<file path="src/logic/ltx_defines.svh">
// shared constants for the logic, exclusive-or, extract and subroutine branch unit
`ifndef LTX_DEFINES_SVH
`define LTX_DEFINES_SVH

// opcode match patterns and masks
`define LTX_MASK_RR 16'hF00F
`define LTX_MASK_IMM 16'hFF00
`define LTX_MASK_TOP 16'hF000
`define LTX_MASK_RN 16'hF0FF
`define LTX_PAT_TST_REG 16'h2008
`define LTX_PAT_XOR_REG 16'h200A
`define LTX_PAT_EXTRACT 16'h200D
`define LTX_PAT_TST_IMM 16'hC800
`define LTX_PAT_XOR_IMM 16'hCA00
`define LTX_PAT_TST_MEM 16'hCC00
`define LTX_PAT_XOR_MEM 16'hCE00
`define LTX_PAT_BSR 16'hB000
`define LTX_PAT_REGISTER_RELATIVE_SUBROUTINE_BRANCH 16'h0003
// other branches, recognised only so a delay slot can refuse them
`define LTX_PAT_BRA 16'hA000
`define LTX_PAT_BRAF 16'h0023
`define LTX_PAT_JSR 16'h400B
`define LTX_PAT_JMP 16'h402B
`define LTX_PAT_RTS 16'h000B
`define LTX_PAT_RTE 16'h002B
`define LTX_PAT_TRAP 16'hC300
`define LTX_PAT_BT 16'h8900
`define LTX_PAT_BF 16'h8B00
`define LTX_PAT_BTS 16'h8D00
`define LTX_PAT_BFS 16'h8F00

// field positions
`define LTX_RN_HI 11
`define LTX_RN_LO 8
`define LTX_RM_HI 7
`define LTX_RM_LO 4

// address arithmetic
`define LTX_PC_STEP 32'h0000_0004

// exception codes
`define LTX_EXC_W 3
`define LTX_EXC_NONE 3'h0
`define LTX_EXC_MULTI_HIT 3'h1
`define LTX_EXC_MISS 3'h2
`define LTX_EXC_PROTECT 3'h3
`define LTX_EXC_FIRST_WRITE 3'h4
`define LTX_EXC_ADDR_ERROR 3'h5
`define LTX_EXC_SLOT_ILLEGAL 3'h6

// reset values
`define LTX_RST_WORD 32'h0000_0000
`define LTX_RST_FLAG 1'h0

`endif

</file>
<file path="src/logic/ltx_pkg.sv">
// types for the logic, exclusive-or, extract and subroutine branch unit
`include "ltx_defines.svh"
package ltx_pkg;

	typedef enum logic [3:0] {
		LTX_OP_OTHER,
		LTX_OP_TST_REG,
		LTX_OP_TST_IMM,
		LTX_OP_TST_MEM,
		LTX_OP_XOR_REG,
		LTX_OP_XOR_IMM,
		LTX_OP_XOR_MEM,
		LTX_OP_EXTRACT,
		LTX_OP_BSR,
		LTX_OP_REGISTER_RELATIVE_SUBROUTINE_BRANCH
	} ltx_op_t;

	typedef enum logic [2:0] {
		LTX_ST_IDLE = 3'b001,
		LTX_ST_READ = 3'b010,
		LTX_ST_WRITE = 3'b100
	} ltx_state_t;

	// instruction word together with its own address
	typedef struct packed {
		logic [31:0] pc;
		logic [15:0] code;
	} ltx_instr_t;

	typedef struct packed {
		ltx_op_t op;
		logic [3:0] rn;
		logic [3:0] rm;
		logic [7:0] imm;
		logic [11:0] disp;
		logic is_branch;
	} ltx_dec_t;

	// byte access toward data memory
	typedef struct packed {
		logic write;
		logic check_both;
		logic [31:0] addr;
		logic [7:0] wdata;
	} ltx_mem_req_t;

endpackage

</file>
<file path="src/logic/ltx_decode.sv">
// opcode decoder for the logic, exclusive-or, extract and subroutine branch unit
`timescale 1ns/1ps
`default_nettype none
`include "ltx_defines.svh"
module ltx_decode
	import ltx_pkg::*;
(
	input wire logic [15:0] code_in,
	output ltx_dec_t dec_out
);

	logic [15:0] c;
	logic is_branch;
	assign c = code_in;

	// classify the word and pull out its fields
	always_comb begin
		dec_out.rn = c[`LTX_RN_HI:`LTX_RN_LO];
		dec_out.rm = c[`LTX_RM_HI:`LTX_RM_LO];
		dec_out.imm = c[7:0];
		dec_out.disp = c[11:0];
		dec_out.is_branch = is_branch; // one process owns the whole struct
		dec_out.op = LTX_OP_OTHER;
		if ((c & `LTX_MASK_RR) == `LTX_PAT_TST_REG) begin
			dec_out.op = LTX_OP_TST_REG;
		end else if ((c & `LTX_MASK_IMM) == `LTX_PAT_TST_IMM) begin
			dec_out.op = LTX_OP_TST_IMM;
		end else if ((c & `LTX_MASK_IMM) == `LTX_PAT_TST_MEM) begin
			dec_out.op = LTX_OP_TST_MEM;
		end else if ((c & `LTX_MASK_RR) == `LTX_PAT_XOR_REG) begin
			dec_out.op = LTX_OP_XOR_REG;
		end else if ((c & `LTX_MASK_IMM) == `LTX_PAT_XOR_IMM) begin
			dec_out.op = LTX_OP_XOR_IMM;
		end else if ((c & `LTX_MASK_IMM) == `LTX_PAT_XOR_MEM) begin
			dec_out.op = LTX_OP_XOR_MEM;
		end else if ((c & `LTX_MASK_RR) == `LTX_PAT_EXTRACT) begin
			dec_out.op = LTX_OP_EXTRACT;
		end else if ((c & `LTX_MASK_TOP) == `LTX_PAT_BSR) begin
			dec_out.op = LTX_OP_BSR;
		end else if ((c & `LTX_MASK_RN) == `LTX_PAT_REGISTER_RELATIVE_SUBROUTINE_BRANCH) begin
			dec_out.op = LTX_OP_REGISTER_RELATIVE_SUBROUTINE_BRANCH;
		end
	end

	// every branch form, so a delay slot can refuse it
	assign is_branch = ((c & `LTX_MASK_TOP) == `LTX_PAT_BSR)
		|| ((c & `LTX_MASK_TOP) == `LTX_PAT_BRA)
		|| ((c & `LTX_MASK_RN) == `LTX_PAT_REGISTER_RELATIVE_SUBROUTINE_BRANCH)
		|| ((c & `LTX_MASK_RN) == `LTX_PAT_BRAF)
		|| ((c & `LTX_MASK_RN) == `LTX_PAT_JSR)
		|| ((c & `LTX_MASK_RN) == `LTX_PAT_JMP)
		|| (c == `LTX_PAT_RTS)
		|| (c == `LTX_PAT_RTE)
		|| ((c & `LTX_MASK_IMM) == `LTX_PAT_TRAP)
		|| ((c & `LTX_MASK_IMM) == `LTX_PAT_BT)
		|| ((c & `LTX_MASK_IMM) == `LTX_PAT_BF)
		|| ((c & `LTX_MASK_IMM) == `LTX_PAT_BTS)
		|| ((c & `LTX_MASK_IMM) == `LTX_PAT_BFS);

endmodule
`default_nettype wire

</file>
<file path="src/logic/ltx_exec.sv">
// execution unit for test, exclusive-or, extract and delayed subroutine branches
`timescale 1ns/1ps
`default_nettype none
`include "ltx_defines.svh"
module ltx_exec
	import ltx_pkg::*;
(
	input wire logic clk_in,
	input wire logic reset_in,
	input wire logic instr_valid_in,
	input wire ltx_instr_t instr_in,
	output logic instr_ready_out,
	output logic done_out,
	output logic redirect_valid_out,
	output logic [31:0] redirect_pc_out,
	output logic exc_valid_out,
	output logic [`LTX_EXC_W-1:0] exc_code_out,
	input wire logic irq_req_in,
	output logic irq_accept_out,
	output logic mem_valid_out,
	output ltx_mem_req_t mem_req_out,
	input wire logic mem_ack_in,
	input wire logic [7:0] mem_rdata_in,
	input wire logic [`LTX_EXC_W-1:0] mem_err_in,
	input wire logic reg_wr_en_in,
	input wire logic [3:0] reg_wr_sel_in,
	input wire logic [31:0] reg_wr_data_in,
	input wire logic base_load_in,
	input wire logic [31:0] base_value_in,
	input wire logic [3:0] reg_sel_in,
	output logic [31:0] reg_value_out,
	output logic t_flag_out,
	output logic [31:0] return_register_out,
	output logic [31:0] global_base_out
);

	// general registers, left unreset like any register file
	logic [31:0] gpr [0:15];

	ltx_dec_t dec;
	ltx_state_t state;
	ltx_state_t next_state;
	logic t_flag;
	logic next_t_flag;
	logic [31:0] return_register;
	logic [31:0] next_return_register;
	logic [31:0] global_base;
	logic [31:0] next_global_base;
	logic slot_pending;
	logic next_slot_pending;
	logic [31:0] branch_target;
	logic [31:0] next_branch_target;
	ltx_op_t mem_op;
	ltx_op_t next_mem_op;
	logic [7:0] mem_imm;
	logic [7:0] next_mem_imm;
	logic mem_valid;
	logic next_mem_valid;
	ltx_mem_req_t mem_req;
	ltx_mem_req_t next_mem_req;
	logic done;
	logic next_done;
	logic redirect_valid;
	logic next_redirect_valid;
	logic [31:0] redirect_pc;
	logic [31:0] next_redirect_pc;
	logic exc_valid;
	logic next_exc_valid;
	logic [`LTX_EXC_W-1:0] exc_code;
	logic [`LTX_EXC_W-1:0] next_exc_code;
	logic [31:0] reg_value;
	logic [31:0] next_reg_value;
	logic rf_we;
	logic [3:0] rf_waddr;
	logic [31:0] rf_wdata;
	logic accept;
	logic [31:0] rn_val;
	logic [31:0] rm_val;
	logic [31:0] r0_val;
	logic [31:0] link_addr;
	logic [31:0] disp_ext;

	ltx_decode u_decode (
		.code_in(instr_in.code),
		.dec_out(dec)
	);

	// operand reads and shared branch arithmetic
	assign rn_val = gpr[dec.rn];
	assign rm_val = gpr[dec.rm];
	assign r0_val = gpr[4'h0];
	assign link_addr = instr_in.pc + `LTX_PC_STEP;
	assign disp_ext = {{19{dec.disp[11]}}, dec.disp, 1'b0};

	// one request at a time; the unit is busy during a byte access
	assign instr_ready_out = (state == LTX_ST_IDLE);
	assign accept = instr_valid_in && instr_ready_out;
	// interrupts wait while an access runs or a slot is still owed
	assign irq_accept_out = irq_req_in && (state == LTX_ST_IDLE) && !slot_pending;

	// next state of the whole unit
	always_comb begin
		next_state = state;
		next_t_flag = t_flag;
		next_return_register = return_register;
		next_global_base = base_load_in ? base_value_in : global_base;
		next_slot_pending = slot_pending;
		next_branch_target = branch_target;
		next_mem_op = mem_op;
		next_mem_imm = mem_imm;
		next_mem_valid = mem_valid;
		next_mem_req = mem_req;
		next_done = 1'b0;
		next_redirect_valid = 1'b0;
		next_redirect_pc = redirect_pc;
		next_exc_valid = 1'b0;
		next_exc_code = exc_code;
		next_reg_value = gpr[reg_sel_in];
		rf_we = reg_wr_en_in;
		rf_waddr = reg_wr_sel_in;
		rf_wdata = reg_wr_data_in;
		unique case (state)
			LTX_ST_IDLE: begin
				if (accept && slot_pending && dec.is_branch) begin
					// the slotted branch never runs and the target is dropped
					next_exc_valid = 1'b1;
					next_exc_code = `LTX_EXC_SLOT_ILLEGAL;
					next_slot_pending = 1'b0;
				end else if (accept) begin
					// single-cycle forms finish here; memory forms override below
					next_done = 1'b1;
					if (slot_pending) begin
						next_redirect_valid = 1'b1;
						next_redirect_pc = branch_target;
						next_slot_pending = 1'b0;
					end
					unique case (dec.op)
						LTX_OP_TST_REG: begin
							next_t_flag = ((rn_val & rm_val) == 32'h0000_0000);
						end
						LTX_OP_TST_IMM: begin
							next_t_flag = ((r0_val & {24'h00_0000, dec.imm}) == 32'h0000_0000);
						end
						LTX_OP_XOR_REG: begin
							rf_we = 1'b1;
							rf_waddr = dec.rn;
							rf_wdata = rn_val ^ rm_val;
						end
						LTX_OP_XOR_IMM: begin
							rf_we = 1'b1;
							rf_waddr = 4'h0;
							rf_wdata = r0_val ^ {24'h00_0000, dec.imm};
						end
						LTX_OP_EXTRACT: begin
							rf_we = 1'b1;
							rf_waddr = dec.rn;
							rf_wdata = {rm_val[15:0], rn_val[31:16]};
						end
						LTX_OP_BSR: begin
							next_return_register = link_addr;
							next_branch_target = link_addr + disp_ext;
							next_slot_pending = 1'b1;
						end
						LTX_OP_REGISTER_RELATIVE_SUBROUTINE_BRANCH: begin
							next_return_register = link_addr;
							next_branch_target = link_addr + rn_val;
							next_slot_pending = 1'b1;
						end
						LTX_OP_TST_MEM, LTX_OP_XOR_MEM: begin
							// slot completion is deferred until the access ends
							next_done = 1'b0;
							next_redirect_valid = 1'b0;
							next_slot_pending = slot_pending;
							next_state = LTX_ST_READ;
							next_mem_op = dec.op;
							next_mem_imm = dec.imm;
							next_mem_valid = 1'b1;
							next_mem_req.write = 1'b0;
							next_mem_req.check_both = 1'b1;
							next_mem_req.addr = global_base + r0_val;
							next_mem_req.wdata = 8'h00;
						end
						default: begin
							// anything else retires with no effect here
						end
					endcase
				end
			end
			LTX_ST_READ: begin
				if (mem_ack_in && (mem_err_in != `LTX_EXC_NONE)) begin
					// a faulted access also cancels any owed branch
					next_exc_valid = 1'b1;
					next_exc_code = mem_err_in;
					next_mem_valid = 1'b0;
					next_slot_pending = 1'b0;
					next_state = LTX_ST_IDLE;
				end else if (mem_ack_in && (mem_op == LTX_OP_TST_MEM)) begin
					next_t_flag = ((mem_rdata_in & mem_imm) == 8'h00);
					next_mem_valid = 1'b0;
					next_done = 1'b1;
					next_redirect_valid = slot_pending;
					next_redirect_pc = slot_pending ? branch_target : redirect_pc;
					next_slot_pending = 1'b0;
					next_state = LTX_ST_IDLE;
				end else if (mem_ack_in) begin
					next_mem_req.write = 1'b1;
					next_mem_req.wdata = mem_rdata_in ^ mem_imm;
					next_state = LTX_ST_WRITE;
				end
			end
			LTX_ST_WRITE: begin
				if (mem_ack_in && (mem_err_in != `LTX_EXC_NONE)) begin
					next_exc_valid = 1'b1;
					next_exc_code = mem_err_in;
					next_mem_valid = 1'b0;
					next_slot_pending = 1'b0;
					next_state = LTX_ST_IDLE;
				end else if (mem_ack_in) begin
					next_mem_valid = 1'b0;
					next_done = 1'b1;
					next_redirect_valid = slot_pending;
					next_redirect_pc = slot_pending ? branch_target : redirect_pc;
					next_slot_pending = 1'b0;
					next_state = LTX_ST_IDLE;
				end
			end
			default: begin
				// illegal one-hot code falls back to idle
				next_state = LTX_ST_IDLE;
				next_mem_valid = 1'b0;
			end
		endcase
	end

	// register everything; test flag only moves in the test paths above
	always_ff @(posedge clk_in) begin
		if (reset_in) begin
			state <= LTX_ST_IDLE;
			t_flag <= `LTX_RST_FLAG;
			return_register <= `LTX_RST_WORD;
			global_base <= `LTX_RST_WORD;
			slot_pending <= 1'b0;
			branch_target <= `LTX_RST_WORD;
			mem_op <= LTX_OP_OTHER;
			mem_imm <= 8'h00;
			mem_valid <= 1'b0;
			mem_req <= '0;
			done <= 1'b0;
			redirect_valid <= 1'b0;
			redirect_pc <= `LTX_RST_WORD;
			exc_valid <= 1'b0;
			exc_code <= `LTX_EXC_NONE;
			reg_value <= `LTX_RST_WORD;
		end else begin
			state <= next_state;
			t_flag <= next_t_flag;
			return_register <= next_return_register;
			global_base <= next_global_base;
			slot_pending <= next_slot_pending;
			branch_target <= next_branch_target;
			mem_op <= next_mem_op;
			mem_imm <= next_mem_imm;
			mem_valid <= next_mem_valid;
			mem_req <= next_mem_req;
			done <= next_done;
			redirect_valid <= next_redirect_valid;
			redirect_pc <= next_redirect_pc;
			exc_valid <= next_exc_valid;
			exc_code <= next_exc_code;
			reg_value <= next_reg_value;
		end
	end

	// register file write; execution has priority over the setup port
	always_ff @(posedge clk_in) begin
		if (rf_we) begin
			gpr[rf_waddr] <= rf_wdata;
		end
	end

	// outputs straight from flip-flops
	assign done_out = done;
	assign redirect_valid_out = redirect_valid;
	assign redirect_pc_out = redirect_pc;
	assign exc_valid_out = exc_valid;
	assign exc_code_out = exc_code;
	assign mem_valid_out = mem_valid;
	assign mem_req_out = mem_req;
	assign reg_value_out = reg_value;
	assign t_flag_out = t_flag;
	assign return_register_out = return_register;
	assign global_base_out = global_base;

endmodule
`default_nettype wire

</file>
<file path="config.mk">
export PLATFORM = sky130hd
export DESIGN_NAME = ltx_exec
export DESIGN_NICKNAME = d
export VERILOG_FILES = /design/src/logic/ltx_pkg.sv /design/src/logic/ltx_decode.sv /design/src/logic/ltx_exec.sv
export VERILOG_INCLUDE_DIRS = /design/src /design/src/logic
export SDC_FILE = /design/constraint.sdc
export NUM_CORES = 2
export LEC_CHECK = 0
export ABC_CLOCK_PERIOD_IN_PS = 9200
export BUFFER_PORTS_ARGS = -buffer_cell sky130_fd_sc_hd__buf_2
export CORE_ASPECT_RATIO = 1.5
export CORE_MARGIN = 8
export CORE_UTILIZATION = 35
export DETAILED_ROUTE_END_ITERATION = 7
export HOLD_SLACK_MARGIN = 0.03
export MAX_ROUTING_LAYER = met4
export PLACE_DENSITY = 0.49
export SKIP_CTS_REPAIR_TIMING = 1
export SYNTH_ARGS = -nofsm -noshare
export SYNTH_HDL_FRONTEND = slang
export SYNTH_HIERARCHICAL = 1
export SYNTH_SLANG_ARGS = --single-unit
</file>
<file path="constraint.sdc">
create_clock -name clk_in -period 9.2 [get_ports clk_in]
set_input_delay 0.92 -clock clk_in [delete_from_list [all_inputs] [get_ports clk_in]]
set_output_delay 0.92 -clock clk_in [all_outputs]
set_load 0.05 [all_outputs]
</file>
After elaboration in Yosys (flattened, before gate mapping)
Memories as Yosys holds them, arrays and structs flattened. A register that Yosys moved wholly into a read port is not among the register bits. Cells that the tools add are included. Widths: inputs -> output; s select.

Bitwise logic cells: 7. Reduce and logical (&&, ||, !) cells: 43. Mux-type cells: 93. Add/subtract/negate cells: 4. Eq/ne operators: 50.

Operators with widths (number): $mux 32 (10); $pmux 32 s3 (2); $mux 42 (3); $add 32x32->32 (3); $eq 8x8->1 const B (9); $logic_not 32->1 (2); $pmux 32 s2 (1); $mux 4 (12); $mux 1 (39); $add 32x3->32 const B (1); $and 32x32->32 (1); $and 32x8->32 (1); $xor 32x32->32 (1); $xor 32x8->32 (1); $mux 3 (10); $eq 12x11->1 const B (2); $eq 8x6->1 const B (3); $mux 8 (3); $eq 16x4->1 const B (1); $eq 16x6->1 const B (1); $eq 4x3->1 const B (4); $eq 4x4->1 const B (4); $pmux 8 s2 (1); $reduce_and 5->1 (3); other kinds (32) (79).

RAM bits: 512. Output and inout bits: 180. Register bits: 194. Input port bits: 138. Logic and storage cells: 216. Memories kept: 1.

Memories: gpr (words 16, width 32, rd ports 4, clocked after Yosys merged registers in 1, write ports 1, RTL line ltx_exec.sv:38) `logic [31:0] gpr [0:15];`.

Longest topological paths before layout
Word-level depth: 18. Depth in mapped cells: 25. Depth with buffers taken out: 18.

Hierarchy
Netlist, hierarchy kept.

Modules (own cells, without submodules): ltx_exec (area an instance 41663.7 um^2, times used 1, sequential area each 19899.1 um^2, cells each 3016); ltx_decode (area an instance 421.7 um^2, times used 1, sequential area each 0.0 um^2, cells each 60).

Worst setup path after synthesis
OpenSTA, ideal clock, no wires.

Path kind: input port to flip-flop. Start point: input port instr_in[8] in the netlist's numbering. End point: register branch_target[29]. Stages on the path: 24. Library setup time: 0.130 ns. Data arrival time: 6.437 ns. Setup slack: 2.633 ns. Cell sequence: buf_4 -> buf_6 -> buf_12 -> buf_6 -> buf_4 -> buf_4 -> buf_2 -> buf_2 -> buf_2 -> mux4_2 -> mux4_2 -> ha_1 -> inv_1 -> o21ai_0 -> a21oi_1 -> o41ai_1 -> a211oi_2 -> nor4_4 -> nor3_4 -> o41ai_4 -> a41oi_2 -> xnor2_1 -> a21oi_1 -> nor3_2.

Word-level cells in the longest chain between the ends: 11. Elaborated cells between the ends (all ways): 34. Those cells by class: add/sub (2); eq/ne (13); mux (7); bitwise (1); reduce/logical (10); memory (1).

Ends and longest elaborated chain: from (decl) (RTL line ltx_exec.sv:11) `input wire ltx_instr_t instr_in,`; parallel branches: the longest is 11 deep, another holds $mem_v2 16x32; to (signal assigned) (RTL line ltx_exec.sv:243) `` branch_target <= `LTX_RST_WORD; ``; to (signal assigned) (RTL line ltx_exec.sv:260) `branch_target <= next_branch_target;`; to (decl) (RTL line ltx_exec.sv:51) `logic [31:0] branch_target;`.

Parallel ways; which one is timed is not known. A chain may end at the register's enable or synchronous reset.

Final worst setup path
Ends and elaborated chain as after synthesis.

==> reports/results.txt <==
starting DRC count in detailed routing: 2658
achievable frequency: 173 MHz
hold crit path type: flip-flop to flip-flop
Final Hold Violating Endpoints: 0
R2R cell count: 14
most common cell in the netlist: edfxtp_1
crit start category: primary input
Setup TNS Final: 0 ps
critical path class: primary input to flip-flop
Worst R2R End: branch_target[29]
Worst Path Max Fanout: 58
worst skew pair latency: 710 ps
Synth area leader: edfxtp_1
top post-synthesis cells by area: edfxtp_1 (37%), mux4_2 (24%), dfxtp_1 (11%)
Top delay family on crit path: compound AO/OA/AOI/OAI gates
synthesis-to-layout area growth: 14.4%
htree depth: 3
global-route wire length before repair: 219000 um
grt ovf: 0
synth cell count leaders: edfxtp_1 (512), mux4_2 (444), nand2_1 (291)
largest net degree at the start of global routing: 91
Root Driver: clkbuf_16
Max Cap Viol: 0
Hold Path Depth: 2
vias per cell: 5.93
Worst Setup End Kind: flip-flop
arrival time worst endpoint: 6330 ps
unrepaired setup endpoints after global routing: false
Synth Net Count: 3361
Worst-Margin Slew: 1410 ps
sequential fraction of the synthesis area: 0.473
final wirelength: 154000 um
post-synth top area share: 0.365
Cells after Synth: 3076
Worst Skew: 30.3 ps
Max transition margin: 0.0497
PnR worst setup slack: 3410 ps
Synth Flop Type: edfxtp_1
Ys Warns: 6
Worst IR Drop VDD: 0.000120 V
Setup WS pre-CTS: 2690 ps
P per Cell Area: 173 nW/um^2
Port Buffers: 317
post-route ant nets: 0
Netlist cell types: 95
Ports: 318
ys async rst share: 0
vias in the first global route: 30175
max incr delay on CP: 720 ps
status: complete, no violations
worst r2r src: gpr[0][5]
cts bufs inserted: 78
Leak: 17.0 nW
CTS tree: yes
FP Rows: 156
WP data required: 9740 ps
Period Utilization, post-route: 0.630
crit path cell chain: clkbuf_8, buf_4, mux4_2, mux4_2, ha_1, o21a_1, nor2_1, o41ai_1, a211oi_2, nor4_4, nor3_4, o41ai_4, a41oi_2, xnor2_1, a21oi_1, nor3_2
Post-Syn Area: 42100 um^2
Horiz. Die Dim: 299 um
die area: 132000 um^2
Worst R2R Setup Slack: 4190 ps
global-route usage over all layers: 0.235
Post-synth EDFFs: 512
GPL Wtd Cong: 0.904
WL per Instance: 30.9 um
Core ar.: 120000 um^2
Avg Synthesized Cell Area: 13.7 um^2
Crit-path slowest cell: o41ai_1
endpoints failing setup: 0
hold endpoint: mem_req_out[24]
via count: 29572
clk slew on worst S/H paths: 60 ps
Starting Density: 0.351
# DRC: 0
fin. max-slew vios: 0
Most common cell on crit path: mux4_2
Final min period: 5790 ps
clk sinks: 738
die height: 441 um
CTS max path bufs: 3
nets: 3621
initial antenna violation count: 11
Yosys reg bits: 738
DRT Pass-1 Iters: 6
share of layout cells above drive strength 1: 0.303
worst path bufs/invs: 2
worst hold start: mem_req_out[24]
Detail Placement HPWL: 107000 um
## report_power, final
| group | switching, mW | internal (mW) | total [mW] |
|---|---|---|---|
| Sequential | 0.0408 | 3.61 | 3.65 |
| Clock | 1.42 | 1.88 | 3.30 |
| Combinational | 0.848 | 0.529 | 1.38 |
## per-stage QoR
| step | hold WS [ps] | power [mW] | std cells | area [um^2] | util |
|---|---|---|---|---|---|
| floorplan | 427 | 4.63 | 3076 | 42100 | - |
| global placement | 436 | 5.09 | 4836 | 45500 | 0.380 |
| detailed placement | 442 | 5.10 | 4836 | 45500 | 0.380 |
| CTS | 432 | 8.39 | 4978 | 48100 | 0.401 |
| global route | 467 | 8.58 | 4987 | 48100 | 0.402 |
| finish | 446 | 8.32 | 4991 | 48100 | 0.402 |
## cell usage in the layout (no fill, tap or decap), types with 13 or more instances in the layout
| cell | synthesis | layout |
|---|---|---|
| edfxtp_1 | 512 | 512 |
| mux4_2 | 444 | 444 |
| buf_2 | 15 | 310 |
| nand2_1 | 291 | 291 |
| dfxtp_1 | 226 | 226 |
| nor2_1 | 200 | 181 |
| a21oi_1 | 173 | 173 |
| ha_1 | 144 | 144 |
| buf_4 | 34 | 87 |
| o21ai_0 | 89 | 86 |
| clkbuf_16 | 0 | 81 |
| xnor2_1 | 77 | 77 |
| nor3_1 | 55 | 53 |
| nand3_1 | 46 | 45 |
| mux2i_1 | 46 | 45 |
| nor2b_1 | 43 | 43 |
| xor2_1 | 40 | 40 |
| a21o_1 | 36 | 36 |
| inv_1 | 33 | 33 |
| a222oi_1 | 32 | 32 |
| a211oi_1 | 28 | 28 |
| nand2b_1 | 26 | 26 |
| nand4_1 | 22 | 22 |
| o21a_1 | 20 | 20 |
| and2_1 | 19 | 19 |
| mux4_1 | 19 | 19 |
| a22oi_1 | 17 | 17 |
| nor2_4 | 0 | 17 |
| a31oi_1 | 16 | 16 |
| nor4_1 | 16 | 16 |
| or3_1 | 14 | 14 |
| clkbuf_1 | 138 | 14 |
| clkbuf_8 | 0 | 14 |
| diode_2 | 0 | 13 |
| and3_1 | 13 | 13 |
| o211ai_1 | 13 | 13 |
## final cells by class
class / count / area (um^2)
diodes: 13 / 32.5
clock buffers: 106 / 2220
clock inverters: 36 / 400
fillers: 11412 / 71700
inverters: 35 / 131
multi-input cells: 2078 / 21200
flip-flops and latches: 738 / 19900
well taps: 1580 / 1980
repair buffers: 405 / 2320
## sequential cells by signal, summed over array words and instances, names as in the netlist, 3 cells and up
name / cells
state: 3
return_register_out: 32
global_base_out: 32
mem_req_out: 42
branch_target: 32
mem_imm: 8
mem_op: 4
reg_value_out: 32
gpr: 512
exc_code_out: 3
redirect_pc_out: 32
## worst max path at each step
stage | startpoint | cells past startpoint | to
finish | instr_in[8] | 16 | branch_target[29]
global route | instr_in[8] | 16 | branch_target[29]
CTS | instr_in[8] | 16 | branch_target[31]
detailed placement | instr_in[8] | 16 | branch_target[31]
global placement | instr_in[8] | 16 | branch_target[31]
floorplan | instr_in[8] | 24 | branch_target[29]
## kinds of logic after synthesis
kind of cell | after synthesis | synth area share
and+or+nand+nor | 787 | 0.0869
DFF | 738 | 0.473
AOI/OAI and AO/OA | 513 | 0.0807
muxes | 512 | 0.261
buffers and inverters | 260 | 0.0285
adders and majority gates | 147 | 0.0442
xor gates and xnor gates | 119 | 0.0257
## tightest hold or removal path: stages, from the launching register on
cell,delay [ps]
dfxtp_1,300
nand2_1,50
a21oi_1,50
## per-layer routing
metal	GRT usage	wire length [um]	vias to the layer above
met5	-	0	-
met4	0.116	8210	0
met3	0.0342	9230	283
met2	0.399	77800	1108
met1	0.272	59100	15371
li1	-	-	12810
No activity file was read; power rests on OpenSTA's default activity.
